### src/hw/mfr_pkg.sv
// package: register map, fields and rate constants for the motion filter config
package mfr_pkg;
    // byte addresses (offsets are not multiples of four, so index * 4)
    localparam logic [7:0] IDX_RATE_DIV = 8'h19;
    localparam logic [7:0] IDX_GEN_CFG = 8'h1a;
    localparam logic [7:0] IDX_GYRO_CFG = 8'h1b;
    localparam logic [7:0] IDX_ACC_CFG = 8'h1c;
    localparam logic [7:0] IDX_ACC_FLT = 8'h1d;
    localparam logic [7:0] IDX_LP_WAKE = 8'h1e;
    localparam logic [7:0] IDX_MODE = 8'h20;
    localparam logic [7:0] IDX_STATUS = 8'h21;
    localparam logic [7:0] IDX_RATE = 8'h22;
    localparam logic [9:0] ADDR_RATE_DIV = {IDX_RATE_DIV, 2'b00};
    localparam logic [9:0] ADDR_GEN_CFG = {IDX_GEN_CFG, 2'b00};
    localparam logic [9:0] ADDR_GYRO_CFG = {IDX_GYRO_CFG, 2'b00};
    localparam logic [9:0] ADDR_ACC_CFG = {IDX_ACC_CFG, 2'b00};
    localparam logic [9:0] ADDR_ACC_FLT = {IDX_ACC_FLT, 2'b00};
    localparam logic [9:0] ADDR_LP_WAKE = {IDX_LP_WAKE, 2'b00};
    localparam logic [9:0] ADDR_MODE = {IDX_MODE, 2'b00};
    localparam logic [9:0] ADDR_STATUS = {IDX_STATUS, 2'b00};
    localparam logic [9:0] ADDR_RATE = {IDX_RATE, 2'b00};
    // reset values
    localparam logic [7:0] RST_RATE_DIV = 8'h00;
    localparam logic [7:0] RST_GEN_CFG = 8'h00;
    localparam logic [7:0] RST_GYRO_CFG = 8'h00;
    localparam logic [7:0] RST_ACC_CFG = 8'h00;
    localparam logic [7:0] RST_ACC_FLT = 8'h00;
    localparam logic [7:0] RST_LP_WAKE = 8'h00;
    // writable bit masks; reserved bits read zero
    localparam logic [7:0] MASK_GEN_CFG = 8'h07;
    localparam logic [7:0] MASK_GYRO_CFG = 8'hfb;
    localparam logic [7:0] MASK_ACC_CFG = 8'hf8;
    localparam logic [7:0] MASK_ACC_FLT = 8'h0f;
    localparam logic [7:0] MASK_LP_WAKE = 8'h0f;
    // field positions
    localparam int GYRO_BYP_LSB = 0;
    localparam int RANGE_LSB = 3;
    localparam int ST_Z_BIT = 5;
    localparam int ACC_BYP_BIT = 3;
    localparam int SETTING_LSB = 0;
    localparam int WAKE_LSB = 0;
    localparam logic [3:0] WAKE_MAX_CODE = 4'hb;
    // internal rates in kHz
    localparam logic [5:0] RATE_32K = 6'h20;
    localparam logic [5:0] RATE_8K = 6'h08;
    localparam logic [5:0] RATE_4K = 6'h04;
    localparam logic [5:0] RATE_1K = 6'h01;
    // low-power fixed output bandwidth (Hz) and delay (ms)
    localparam logic [15:0] LP_BW_HZ = 16'h044c;
    localparam logic [7:0] LP_DELAY_MS = 8'h01;
    // clock: 250 MHz; 1 kHz tick period in cycles
    localparam int CLK_MHZ = 250;
    localparam int TICK_US = 1000;
    localparam int TICK_CYC = CLK_MHZ * TICK_US;

    typedef enum logic [1:0] {
        MFR_GR_250, MFR_GR_500, MFR_GR_1000, MFR_GR_2000
    } mfr_gyro_range_t;
    typedef enum logic [1:0] {
        MFR_AR_2G, MFR_AR_4G, MFR_AR_8G, MFR_AR_16G
    } mfr_accel_range_t;

    typedef struct packed {
        logic [1:0] gyro_filter_choice;
        logic gyro_filter_active;
        logic [2:0] gyro_filter_setting;
        logic [5:0] gyro_rate_khz;
        logic divider_honoured;
        mfr_gyro_range_t gyro_range_select;
        mfr_accel_range_t accel_range_select;
        logic accel_filter_choice;
        logic [2:0] accel_filter_setting;
        logic [5:0] accel_rate_khz;
        logic [2:0] gyro_selftest;
        logic [2:0] accel_selftest;
        logic lowpower;
        logic [3:0] lowpower_wake_rate;
        logic wake_code_valid;
    } mfr_cfg_t;
endpackage

### src/hw/mfr_rate_div.sv
// rate strobe: base tick divided by one plus the divider value
`timescale 1ns/10ps
`default_nettype none
module mfr_rate_div
    import mfr_pkg::*;
#(
    parameter int TICK_CYCLES = TICK_CYC
) (
    input wire logic clk,
    input wire logic rst,
    input wire logic enable,
    input wire logic [7:0] divider,
    output logic strobe
);
    logic [31:0] tick_cnt_r;
    logic [7:0] div_cnt_r;
    logic tick;

    assign tick = (tick_cnt_r == 32'(TICK_CYCLES - 1));

    always_ff @(posedge clk) begin
        if (rst || tick) begin
            tick_cnt_r <= 32'h0000_0000;
        end else begin
            tick_cnt_r <= tick_cnt_r + 32'h0000_0001;
        end
    end

    // divider is compared live at each tick, so a new value applies at once; a count at or above it wraps
    always_ff @(posedge clk) begin
        if (rst) begin
            div_cnt_r <= 8'h00;
            strobe <= 1'b0;
        end else begin
            strobe <= 1'b0;
            if (tick) begin
                if (!enable || div_cnt_r >= divider) begin
                    div_cnt_r <= 8'h00;
                    strobe <= 1'b1;
                end else begin
                    div_cnt_r <= div_cnt_r + 8'h01;
                end
            end
        end
    end
endmodule
`default_nettype wire

### src/hw/mfr_top.sv
// motion filter rate config: axi4-lite register file and decoded config
// Contract
// RULE1: gyro filter choice equals bitwise inverse of the bypass field.
// RULE2: gyro/temp filtering from setting plus bypass; setting used only if bypass zero.
// RULE3: bypass bit0 set, or bit1 alone, gives widest path at 32 kHz.
// RULE4: bypass zero: 8 kHz for settings 0 and 7, else 1 kHz.
// RULE5: gyro bypass at bits 1:0, bit 2 reserved.
// RULE6: gyro range bits 4:3 select 250/500/1000/2000 dps.
// RULE7: accel range bits 4:3 select 2/4/8/16 g; bits 2:0 reserved.
// RULE8: accel bypass bit 3, accel setting bits 2:0, bits 7:4 reserved.
// RULE9: normal mode accel rate 4 kHz if bypass set, else 1 kHz.
// RULE10: filtered output rate divided by one plus 8-bit divider.
// RULE11: low-power mode duty-cycles accel with accel filter choice zero.
// RULE12: wake-rate bits 3:0, codes 0-11 valid, 12-15 reserved.
// RULE13: low-power output bandwidth fixed about 1.1 kHz, delay 1 ms.
// RULE14: sample rate 1 kHz over one plus divider, only with settings 1-6.
// RULE15: gyro setting in general config bits 2:0, used when bypass zero.
// RULE16: per-axis self-test bits enable self-test on each axis.
// RULE17: software writes zero to reserved bits and avoids reserved codes.
`timescale 1ns/10ps
`default_nettype none
module mfr_top
    import mfr_pkg::*;
#(
    parameter int TICK_CYCLES = TICK_CYC
) (
    input wire logic SYS_CLK,
    input wire logic RST,
    input wire logic [11:0] S_AXI_AWADDR,
    input wire logic S_AXI_AWVALID,
    output logic S_AXI_AWREADY,
    input wire logic [31:0] S_AXI_WDATA,
    input wire logic [3:0] S_AXI_WSTRB,
    input wire logic S_AXI_WVALID,
    output logic S_AXI_WREADY,
    output logic [1:0] S_AXI_BRESP,
    output logic S_AXI_BVALID,
    input wire logic S_AXI_BREADY,
    input wire logic [11:0] S_AXI_ARADDR,
    input wire logic S_AXI_ARVALID,
    output logic S_AXI_ARREADY,
    output logic [31:0] S_AXI_RDATA,
    output logic [1:0] S_AXI_RRESP,
    output logic S_AXI_RVALID,
    input wire logic S_AXI_RREADY,
    output mfr_cfg_t CFG,
    output logic SAMPLE_STROBE,
    output logic [15:0] LP_BANDWIDTH_HZ,
    output logic [7:0] LP_DELAY
);
    localparam logic [1:0] RESP_OKAY = 2'b00;
    localparam logic [1:0] RESP_SLVERR = 2'b10;

    logic [7:0] rate_div_r;
    logic [7:0] gen_cfg_r;
    logic [7:0] gyro_cfg_r;
    logic [7:0] acc_cfg_r;
    logic [7:0] acc_flt_r;
    logic [7:0] lp_wake_r;
    logic lowpower_r;
    logic [11:0] aw_addr_r;
    logic aw_have_r;
    logic [7:0] w_data_r;
    logic w_strb_r;
    logic w_have_r;
    logic do_write;
    logic wr_en;
    logic [2:0] gyro_st;
    logic [2:0] acc_st;
    logic [31:0] rdata_nxt;
    logic rd_hit;
    logic wr_hit;
    logic [1:0] byp;
    logic [2:0] gset;
    logic [5:0] grate;
    logic honour;
    logic strobe;
    mfr_cfg_t cfg_nxt;

    // address decode shared by read and write paths
    function automatic logic addr_mapped(input logic [11:0] a);
        logic [9:0] w;
        w = a[9:0];
        return (a[11:10] == 2'b00) && (w[1:0] == 2'b00) &&
            (w == ADDR_RATE_DIV || w == ADDR_GEN_CFG ||
             w == ADDR_GYRO_CFG || w == ADDR_ACC_CFG ||
             w == ADDR_ACC_FLT || w == ADDR_LP_WAKE ||
             w == ADDR_MODE || w == ADDR_STATUS || w == ADDR_RATE);
    endfunction

    // write channel capture: address and data in either order
    assign S_AXI_AWREADY = !aw_have_r && !S_AXI_BVALID;
    assign S_AXI_WREADY = !w_have_r && !S_AXI_BVALID;
    assign do_write = aw_have_r && w_have_r && !S_AXI_BVALID;
    assign wr_hit = addr_mapped(aw_addr_r);

    always_ff @(posedge SYS_CLK) begin
        if (RST) begin
            aw_have_r <= 1'b0;
            aw_addr_r <= 12'h000;
        end else if (S_AXI_AWVALID && S_AXI_AWREADY) begin
            aw_have_r <= 1'b1;
            aw_addr_r <= S_AXI_AWADDR;
        end else if (do_write) begin
            aw_have_r <= 1'b0;
        end
    end

    always_ff @(posedge SYS_CLK) begin
        if (RST) begin
            w_have_r <= 1'b0;
            w_data_r <= 8'h00;
            w_strb_r <= 1'b0;
        end else if (S_AXI_WVALID && S_AXI_WREADY) begin
            w_have_r <= 1'b1;
            w_data_r <= S_AXI_WDATA[7:0];
            w_strb_r <= S_AXI_WSTRB[0];
        end else if (do_write) begin
            w_have_r <= 1'b0;
        end
    end

    always_ff @(posedge SYS_CLK) begin
        if (RST) begin
            S_AXI_BVALID <= 1'b0;
            S_AXI_BRESP <= RESP_OKAY;
        end else if (do_write) begin
            S_AXI_BVALID <= 1'b1;
            S_AXI_BRESP <= wr_hit ? RESP_OKAY : RESP_SLVERR;
        end else if (S_AXI_BREADY) begin
            S_AXI_BVALID <= 1'b0;
        end
    end

    // register storage; only byte lane 0 carries data
    assign wr_en = do_write && w_strb_r && (aw_addr_r[11:10] == 2'b00);

    function automatic logic wr_sel(input logic [9:0] adr);
        return wr_en && (aw_addr_r[9:0] == adr);
    endfunction

    always_ff @(posedge SYS_CLK) begin
        if (RST) begin
            rate_div_r <= RST_RATE_DIV;
        end else if (wr_sel(ADDR_RATE_DIV)) begin
            rate_div_r <= w_data_r; // RULE10
        end
    end

    always_ff @(posedge SYS_CLK) begin
        if (RST) begin
            gen_cfg_r <= RST_GEN_CFG;
        end else if (wr_sel(ADDR_GEN_CFG)) begin
            gen_cfg_r <= w_data_r & MASK_GEN_CFG; // RULE15
        end
    end

    // reserved bits masked so they always read back zero
    always_ff @(posedge SYS_CLK) begin
        if (RST) begin
            gyro_cfg_r <= RST_GYRO_CFG;
        end else if (wr_sel(ADDR_GYRO_CFG)) begin
            gyro_cfg_r <= w_data_r & MASK_GYRO_CFG; // RULE5
        end
    end

    always_ff @(posedge SYS_CLK) begin
        if (RST) begin
            acc_cfg_r <= RST_ACC_CFG;
        end else if (wr_sel(ADDR_ACC_CFG)) begin
            acc_cfg_r <= w_data_r & MASK_ACC_CFG; // RULE7
        end
    end

    always_ff @(posedge SYS_CLK) begin
        if (RST) begin
            acc_flt_r <= RST_ACC_FLT;
        end else if (wr_sel(ADDR_ACC_FLT)) begin
            acc_flt_r <= w_data_r & MASK_ACC_FLT; // RULE8
        end
    end

    always_ff @(posedge SYS_CLK) begin
        if (RST) begin
            lp_wake_r <= RST_LP_WAKE;
        end else if (wr_sel(ADDR_LP_WAKE)) begin
            lp_wake_r <= w_data_r & MASK_LP_WAKE; // RULE12
        end
    end

    always_ff @(posedge SYS_CLK) begin
        if (RST) begin
            lowpower_r <= 1'b0;
        end else if (wr_sel(ADDR_MODE)) begin
            lowpower_r <= w_data_r[0];
        end
    end

    // read channel
    assign S_AXI_ARREADY = !S_AXI_RVALID;
    assign rd_hit = addr_mapped(S_AXI_ARADDR);

    always_comb begin
        rdata_nxt = 32'h0000_0000;
        unique case (S_AXI_ARADDR[9:0])
            ADDR_RATE_DIV: rdata_nxt[7:0] = rate_div_r;
            ADDR_GEN_CFG: rdata_nxt[7:0] = gen_cfg_r;
            ADDR_GYRO_CFG: rdata_nxt[7:0] = gyro_cfg_r;
            ADDR_ACC_CFG: rdata_nxt[7:0] = acc_cfg_r;
            ADDR_ACC_FLT: rdata_nxt[7:0] = acc_flt_r;
            ADDR_LP_WAKE: rdata_nxt[7:0] = lp_wake_r;
            ADDR_MODE: rdata_nxt[0] = lowpower_r;
            ADDR_STATUS: rdata_nxt[3:0] = {CFG.wake_code_valid,
                CFG.divider_honoured, CFG.gyro_filter_active,
                CFG.accel_filter_choice};
            ADDR_RATE: rdata_nxt[13:0] = {CFG.gyro_rate_khz, 2'b00,
                CFG.accel_rate_khz};
            default: rdata_nxt = 32'h0000_0000;
        endcase
        if (!rd_hit) begin
            rdata_nxt = 32'h0000_0000;
        end
    end

    always_ff @(posedge SYS_CLK) begin
        if (RST) begin
            S_AXI_RVALID <= 1'b0;
            S_AXI_RDATA <= 32'h0000_0000;
            S_AXI_RRESP <= RESP_OKAY;
        end else if (S_AXI_ARVALID && S_AXI_ARREADY) begin
            S_AXI_RVALID <= 1'b1;
            S_AXI_RDATA <= rdata_nxt;
            S_AXI_RRESP <= rd_hit ? RESP_OKAY : RESP_SLVERR;
        end else if (S_AXI_RREADY) begin
            S_AXI_RVALID <= 1'b0;
        end
    end

    // self-test enables, one per axis; z sits lowest
    for (genvar ax = 0; ax < 3; ax++) begin : g_axis
        assign gyro_st[ax] = gyro_cfg_r[ST_Z_BIT + ax]; // RULE16
        assign acc_st[ax] = acc_cfg_r[ST_Z_BIT + ax]; // RULE16
    end

    // gyro path decode
    assign byp = gyro_cfg_r[GYRO_BYP_LSB +: 2];
    assign gset = gen_cfg_r[SETTING_LSB +: 3];
    assign honour = (byp == 2'b00) && (gset != 3'h0) && (gset != 3'h7);

    always_comb begin
        if (byp != 2'b00) begin
            grate = RATE_32K; // RULE3
        end else if (gset == 3'h0 || gset == 3'h7) begin
            grate = RATE_8K; // RULE4
        end else begin
            grate = RATE_1K; // RULE4
        end
    end

    always_comb begin
        cfg_nxt = '0;
        cfg_nxt.gyro_filter_choice = ~byp; // RULE1
        cfg_nxt.gyro_filter_active = (byp == 2'b00); // RULE2 RULE15
        cfg_nxt.gyro_filter_setting = (byp == 2'b00) ? gset : 3'h0; // RULE2
        cfg_nxt.gyro_rate_khz = grate;
        cfg_nxt.divider_honoured = honour; // RULE14
        cfg_nxt.gyro_range_select =
            mfr_gyro_range_t'(gyro_cfg_r[RANGE_LSB +: 2]); // RULE6
        cfg_nxt.accel_range_select =
            mfr_accel_range_t'(acc_cfg_r[RANGE_LSB +: 2]); // RULE7
        cfg_nxt.gyro_selftest = gyro_st; // RULE16
        cfg_nxt.accel_selftest = acc_st; // RULE16
        cfg_nxt.lowpower = lowpower_r; // RULE11
        cfg_nxt.lowpower_wake_rate = lp_wake_r[WAKE_LSB +: 4]; // RULE12
        // reserved codes are flagged, not remapped
        cfg_nxt.wake_code_valid =
            (lp_wake_r[WAKE_LSB +: 4] <= WAKE_MAX_CODE); // RULE12 RULE17
        if (lowpower_r) begin
            cfg_nxt.accel_filter_choice = 1'b0; // RULE11
            cfg_nxt.accel_filter_setting = 3'h0;
            cfg_nxt.accel_rate_khz = 6'h00;
        end else begin
            cfg_nxt.accel_filter_choice = ~acc_flt_r[ACC_BYP_BIT]; // RULE8
            cfg_nxt.accel_filter_setting = acc_flt_r[SETTING_LSB +: 3];
            cfg_nxt.accel_rate_khz = acc_flt_r[ACC_BYP_BIT] ?
                RATE_4K : RATE_1K; // RULE9
        end
    end

    always_ff @(posedge SYS_CLK) begin
        if (RST) begin
            CFG <= '0;
            LP_BANDWIDTH_HZ <= 16'h0000;
            LP_DELAY <= 8'h00;
        end else begin
            CFG <= cfg_nxt;
            LP_BANDWIDTH_HZ <= lowpower_r ? LP_BW_HZ : 16'h0000; // RULE13
            LP_DELAY <= lowpower_r ? LP_DELAY_MS : 8'h00; // RULE13
        end
    end

    // divider ignored unless the filtered 1 kHz gyro path is selected
    mfr_rate_div #(
        .TICK_CYCLES(TICK_CYCLES)
    ) u_div (
        .clk(SYS_CLK),
        .rst(RST),
        .enable(honour),
        .divider(rate_div_r),
        .strobe(strobe)
    ); // RULE10 RULE14

    assign SAMPLE_STROBE = strobe;
endmodule
`default_nettype wire

### config.mk
export PLATFORM = sky130hd
export DESIGN_NAME = mfr_top
export DESIGN_NICKNAME = d
export VERILOG_FILES = /design/src/hw/mfr_pkg.sv /design/src/hw/mfr_rate_div.sv /design/src/hw/mfr_top.sv
export SDC_FILE = /design/constraint.sdc
export NUM_CORES = 1
export LEC_CHECK = 0
export BUFFER_PORTS_ARGS = -buffer_cell sky130_fd_sc_hd__buf_2
export CORE_MARGIN = 2
export CORE_UTILIZATION = 47
export DETAILED_ROUTE_END_ITERATION = 8
export GPL_ROUTABILITY_DRIVEN = 1
export PLACE_DENSITY = 0.86
export SYNTH_ARGS = -nofsm -noshare
export SYNTH_HDL_FRONTEND = slang
export SYNTH_SLANG_ARGS = --single-unit
export TNS_END_PERCENT = 20
### constraint.sdc
create_clock -name SYS_CLK -period 1.75 [get_ports SYS_CLK]
set_input_delay 0.175 -clock SYS_CLK [delete_from_list [all_inputs] [get_ports SYS_CLK]]
set_output_delay 0.175 -clock SYS_CLK [all_outputs]
set_load 0.01 [all_outputs]
### Word-level counts from Yosys, hierarchy flattened

Cells that the tools add are included.

* bitwise gates (word level): 4
* add/sub/neg operators: 2
* equal/unequal tests: 21
* order comparisons: 2
* reductions and logical operators: 62
* multiplexer cells: 21

Operator list (number)
* $eq A10 B7 Y1 const B: 12
* $eq A10 B8 Y1 const B: 6
* $add A32 B1 Y32 const B: 1
* $eq A32 B18 Y1 const B: 1
* $pmux W3 S8: 1
* $logic_and A1 B1 Y1: 22
* $logic_or A1 B1 Y1: 19
* $pmux W4 S4: 1
* $mux W14: 1
* $mux W6: 2
* $mux W11: 1
* $logic_not A2 Y1: 5
* $reduce_bool A2 Y1: 5
* $mux W1: 9
* $add A8 B1 Y8 const B: 1
* $ge A8 B8 Y1: 1
* $mux W8: 1
* $pmux W1 S8: 1
* $reduce_or A2 Y1: 4
* $logic_not A1 Y1: 5
* $le A4 B4 Y1 const B: 1
* $mux W2: 2
* $mux W4: 1
* $eq A3 B3 Y1 const B: 1
* other kinds (6): 8

* register bits after elaboration: 197
* input port bits: 67

### Depth between registers and ports, before layout

* word-level depth: 11
* depth in mapped cells: 8
* depth with buffers taken out: 7

### Modules after synthesis

A second synthesis with hierarchy kept.

* cell total of the unflattened synthesis: 732
* area, all modules: 6485.0 um2

Modules (own cells, without submodules)
* mfr_top: instances 1, sequential area each 2021.9 um2, area an instance 4346.7 um2, cells each 489
* mfr_rate_div: instances 1, sequential area each 820.8 um2, area an instance 2138.3 um2, cells each 243

### Worst setup path before layout

Ideal clock, no wire load.

* kind: register to register
* from: reg u_div.tick_cnt_r[0]
* to: reg u_div.tick_cnt_r[3]
* library setup time: 115 ps
* cell stages (with the launch flop): 9
* arrival time: 1772 ps
* period minus slack after synthesis: 1887 ps
* slack: -137 ps
* buffers on the path: 2
* path through: dfxtp_1 -> ha_1 -> and3_1 -> nand4_1 -> or3_1 -> buf_2 -> or2b_1 -> buf_4 -> nor2_1

* cells in the longest elaborated chain, start to end: 2

Ends and longest elaborated chain
* start: declaration: RTL line mfr_rate_div.sv:15 `logic [31:0] tick_cnt_r;`
* start signal: assignment: RTL line mfr_rate_div.sv:25 `tick_cnt_r <= tick_cnt_r + 32'h0000_0001;`
* parallel branches: the longest is 2 deep, another holds $add A32 B1 Y32

Parallel ways; which one is timed is not known.
A chain may end at the register's enable or synchronous reset.

### Final worst setup path

* from: reg u_div.tick_cnt_r[6]
* to: reg u_div.div_cnt_r[3]

* cells in the longest elaborated chain, start to end: 1

Ends and longest elaborated chain
* $eq A32 B18 Y1: RTL line mfr_rate_div.sv:19 `assign tick = (tick_cnt_r == 32'(TICK_CYCLES - 1));`
* end signal: assignment: RTL line mfr_rate_div.sv:41 `div_cnt_r <= div_cnt_r + 8'h01;`
* end: declaration: RTL line mfr_rate_div.sv:16 `logic [7:0] div_cnt_r;`

No other way between the ends.

==> out/metrics.cfg <==
[outcome]
status=complete, but fails checks
violations=setup timing

[sta]
finClkSkew_ns=0.0110
whs_ns=0.00450
drv_slew=0
rsz0062_at_grt=true
fmax_ghz=0.535
setup_viol=42
post-route-min-period_ns=1.87
fin_ws_ns=-0.120
tightest_slew_ns=0.690
post-route-period-util_pct=107
max-slew-margin-rel_pct=53.7
finalHoldViolCount=0
tns_ns=-2.88

[drt]
vias=5818
first_iter_violations=523
via_per_inst=5.37
drt.antenna.violating_nets=0
drt-total-wl_um=18000
first_pass_iters=6
wl_per_cell_um=16.6
drcViolationCount=0

[floorplanning]
pin_count=172
die_h_um=120
die_area_um2=14400
num_rows=42
start_util_pct=47.8
die_x_um=120
core_area_um2=13200

[critical_path]
cp_data_required_time_ns=2.11
end_kind=flop
crit_family=simple AND/OR/NAND/NOR gates
cp_slowest_stage_delay_ns=0.41
crit_path_top_delay_cell=or3_4
crit_path_frequent_cell=or3_4
cp-start-kind=flop
cp_cell_sequence=nor4_4 > nand4_1 > or3_4 > buf_6 > or3_4 > a21oi_2
crit_fanout=4
cp.arrival_ns=2.23
path_buf_inv=1
worstSetupPathType=flop to flop

[layout]
nets=972
final_area_um2=8450
antenna_cells=0
layout-drive-gt1-share_pct=31.2
synthToLayoutAreaGrowth_pct=34.0

[yosys]
synth-seq-cells=142
yosysUniqueCellTypes=55
syn-instance-count=712
ys.flop_type=dfxtp_1
synth-async-reset-ratio_pct=0
syn_area_per_cell_um2=8.86
syn_area_um2=6310
synthTopCellsByArea=dfxtp_1, buf_4, mux2i_1, nor2_1, nand2_1
yosysWarnings=0
yosysSeqAreaShare_pct=45.1
synth_top_cell_by_area=dfxtp_1
synth_edf_count=0
synth_top_area_share_pct=45.1

[pwr]
p_leak_nw=3.67
p_total_mw=7.45
ir_worst_vdd_mv=0.597
power_density_nw_per_um2=882

[grt]
antenna_found_initial=0
track_usage_pct=23.1
grt_pass1_wl_um=26300
grt_max_degree=65
grt_pass1_vias=5557
gr-total-overflow=0

[clock_network]
cts_tree=done
htreeDepth=4
cts_buffers=17
cts-root-buf=clkbuf_16
cts_buffer_depth=2
clock_latency_ns=0.43
cts_sinks=142
clk_pin_slew_ns=0.06

[placed_design]
hpwlAfterDp_um=10700
dp_slack_ns=-0.247
gp_congestion=0.896
io_buffers=95
placedInstanceArea_um2=7360

[job]
cap_violations=0

[min_path]
hp-class=primary input to flop

## where the power goes
group	switching, mW	internal (mW)
combinational	0.294	0.185
sequential	0.0593	3.29
clock	1.50	2.12
## cells in the mapped netlist, types with 2 or more instances
| master | n |
|---|---|
| a211oi_1 | 3 |
| a21o_1 | 3 |
| a21oi_1 | 35 |
| a22o_1 | 10 |
| a22oi_1 | 5 |
| and2_1 | 11 |
| and3_1 | 10 |
| and3b_1 | 2 |
| and4_1 | 6 |
| buf_1 | 3 |
| buf_2 | 3 |
| buf_4 | 58 |
| clkbuf_1 | 16 |
| dfxtp_1 | 142 |
| ha_1 | 10 |
| inv_1 | 20 |
| mux2_2 | 2 |
| mux2i_1 | 38 |
| nand2_1 | 70 |
| nand2b_1 | 6 |
| nand3_1 | 20 |
| nand4_1 | 17 |
| nor2_1 | 97 |
| nor2b_1 | 16 |
| nor3_1 | 10 |
| nor4_1 | 9 |
| nor4_2 | 4 |
| nor4b_1 | 3 |
| o211ai_1 | 2 |
| o21ai_0 | 15 |
| o22ai_1 | 2 |
| or3_1 | 9 |
| or4_1 | 3 |
| xnor2_1 | 10 |
| xor2_1 | 22 |
## cells by family after synthesis
logic type	share of synthesized area, %
adders and majority gates	1.98
muxes	6.39
AOI/OAI and AO/OA	8.71
xor gates and xnor gates	4.44
other	0.0595
buffers and inverters	9.46
and+or+nand+nor	23.9
DFF	45.1
## repair_timing
action / in CTS / in global routing
pin swaps: 16 / 15
hold endpoints to repair: 13 / 0
gates resized for setup: 35 / 34
hold buffers: 13 / 0
endpoints found under the setup margin: 46 / 64
cloned: 0 / 2
buffers inserted: 0 / 2
## state kept, by name (all words and copies together) (netlist names), 5 cells and up
signal,cells
acc_cfg_r,5
rate_div_r,8
CFG,30
gyro_cfg_r,7
u_div.tick_cnt_r,32
aw_addr_r,12
u_div.div_cnt_r,8
S_AXI_RDATA,11
w_data_r,8
## area by class of cell
type	instances	area, um2
clock buffers	18	429
clock inverters	14	156
fillers	976	4740
inverters	20	75.1
multi-input cells	518	3340
flip-flops and latches	142	2870
well taps	176	220
repair buffers	196	1360
## cell usage in the layout, fill, tap and decap left out, types with 17 or more instances in the layout
cell type and instances:
a21oi_1 34, buf_2 95, buf_4 80, clkbuf_16 19
conb_1 49, dfxtp_1 125, mux2i_1 37, nand2_1 69
nand3_1 18, nand4_1 17, nor2_1 91, xor2_1 21
## metal layers
metal,part of all wire [%],vias to the layer above,GRT usage (%)
met5,0,-,0
met4,5.0,0,11.5
met3,6.5,76,5.66
met2,49,277,38.0
met1,39,2747,28.4
li1,-,2718,-
## final timing paths
check,startpoint,end,slack [ns],cells after the start
min reg2reg,aw_addr_r[10]$_SDFFE_PP0P_,aw_addr_r[10]$_SDFFE_PP0P_,0.47,2
min,S_AXI_WDATA[4],w_data_r[4]$_SDFFE_PP0P_,0.005,3
max,u_div.tick_cnt_r[6]$_SDFF_PP0_,u_div.div_cnt_r[3]$_SDFFE_PP0N_,-0.12,6
max reg2reg,u_div.tick_cnt_r[6]$_SDFF_PP0_,u_div.div_cnt_r[3]$_SDFFE_PP0N_,-0.12,6
## tightest hold or removal path, cell delays in order
cell and delay, ns:
buf_2 0.10, nand2_1 0.05, a21oi_1 0.05
## through the flow
stage | util (%) | std cells
2_1_floorplan | - | 760
3_3_place_gp | 55.8 | 1035
3_5_place_dp | 55.8 | 1035
4_1_cts | 62.5 | 1080
5_1_grt | 64.0 | 1084
6_report | 64.0 | 1084
Note: power is estimated with default switching activity, not from simulation.
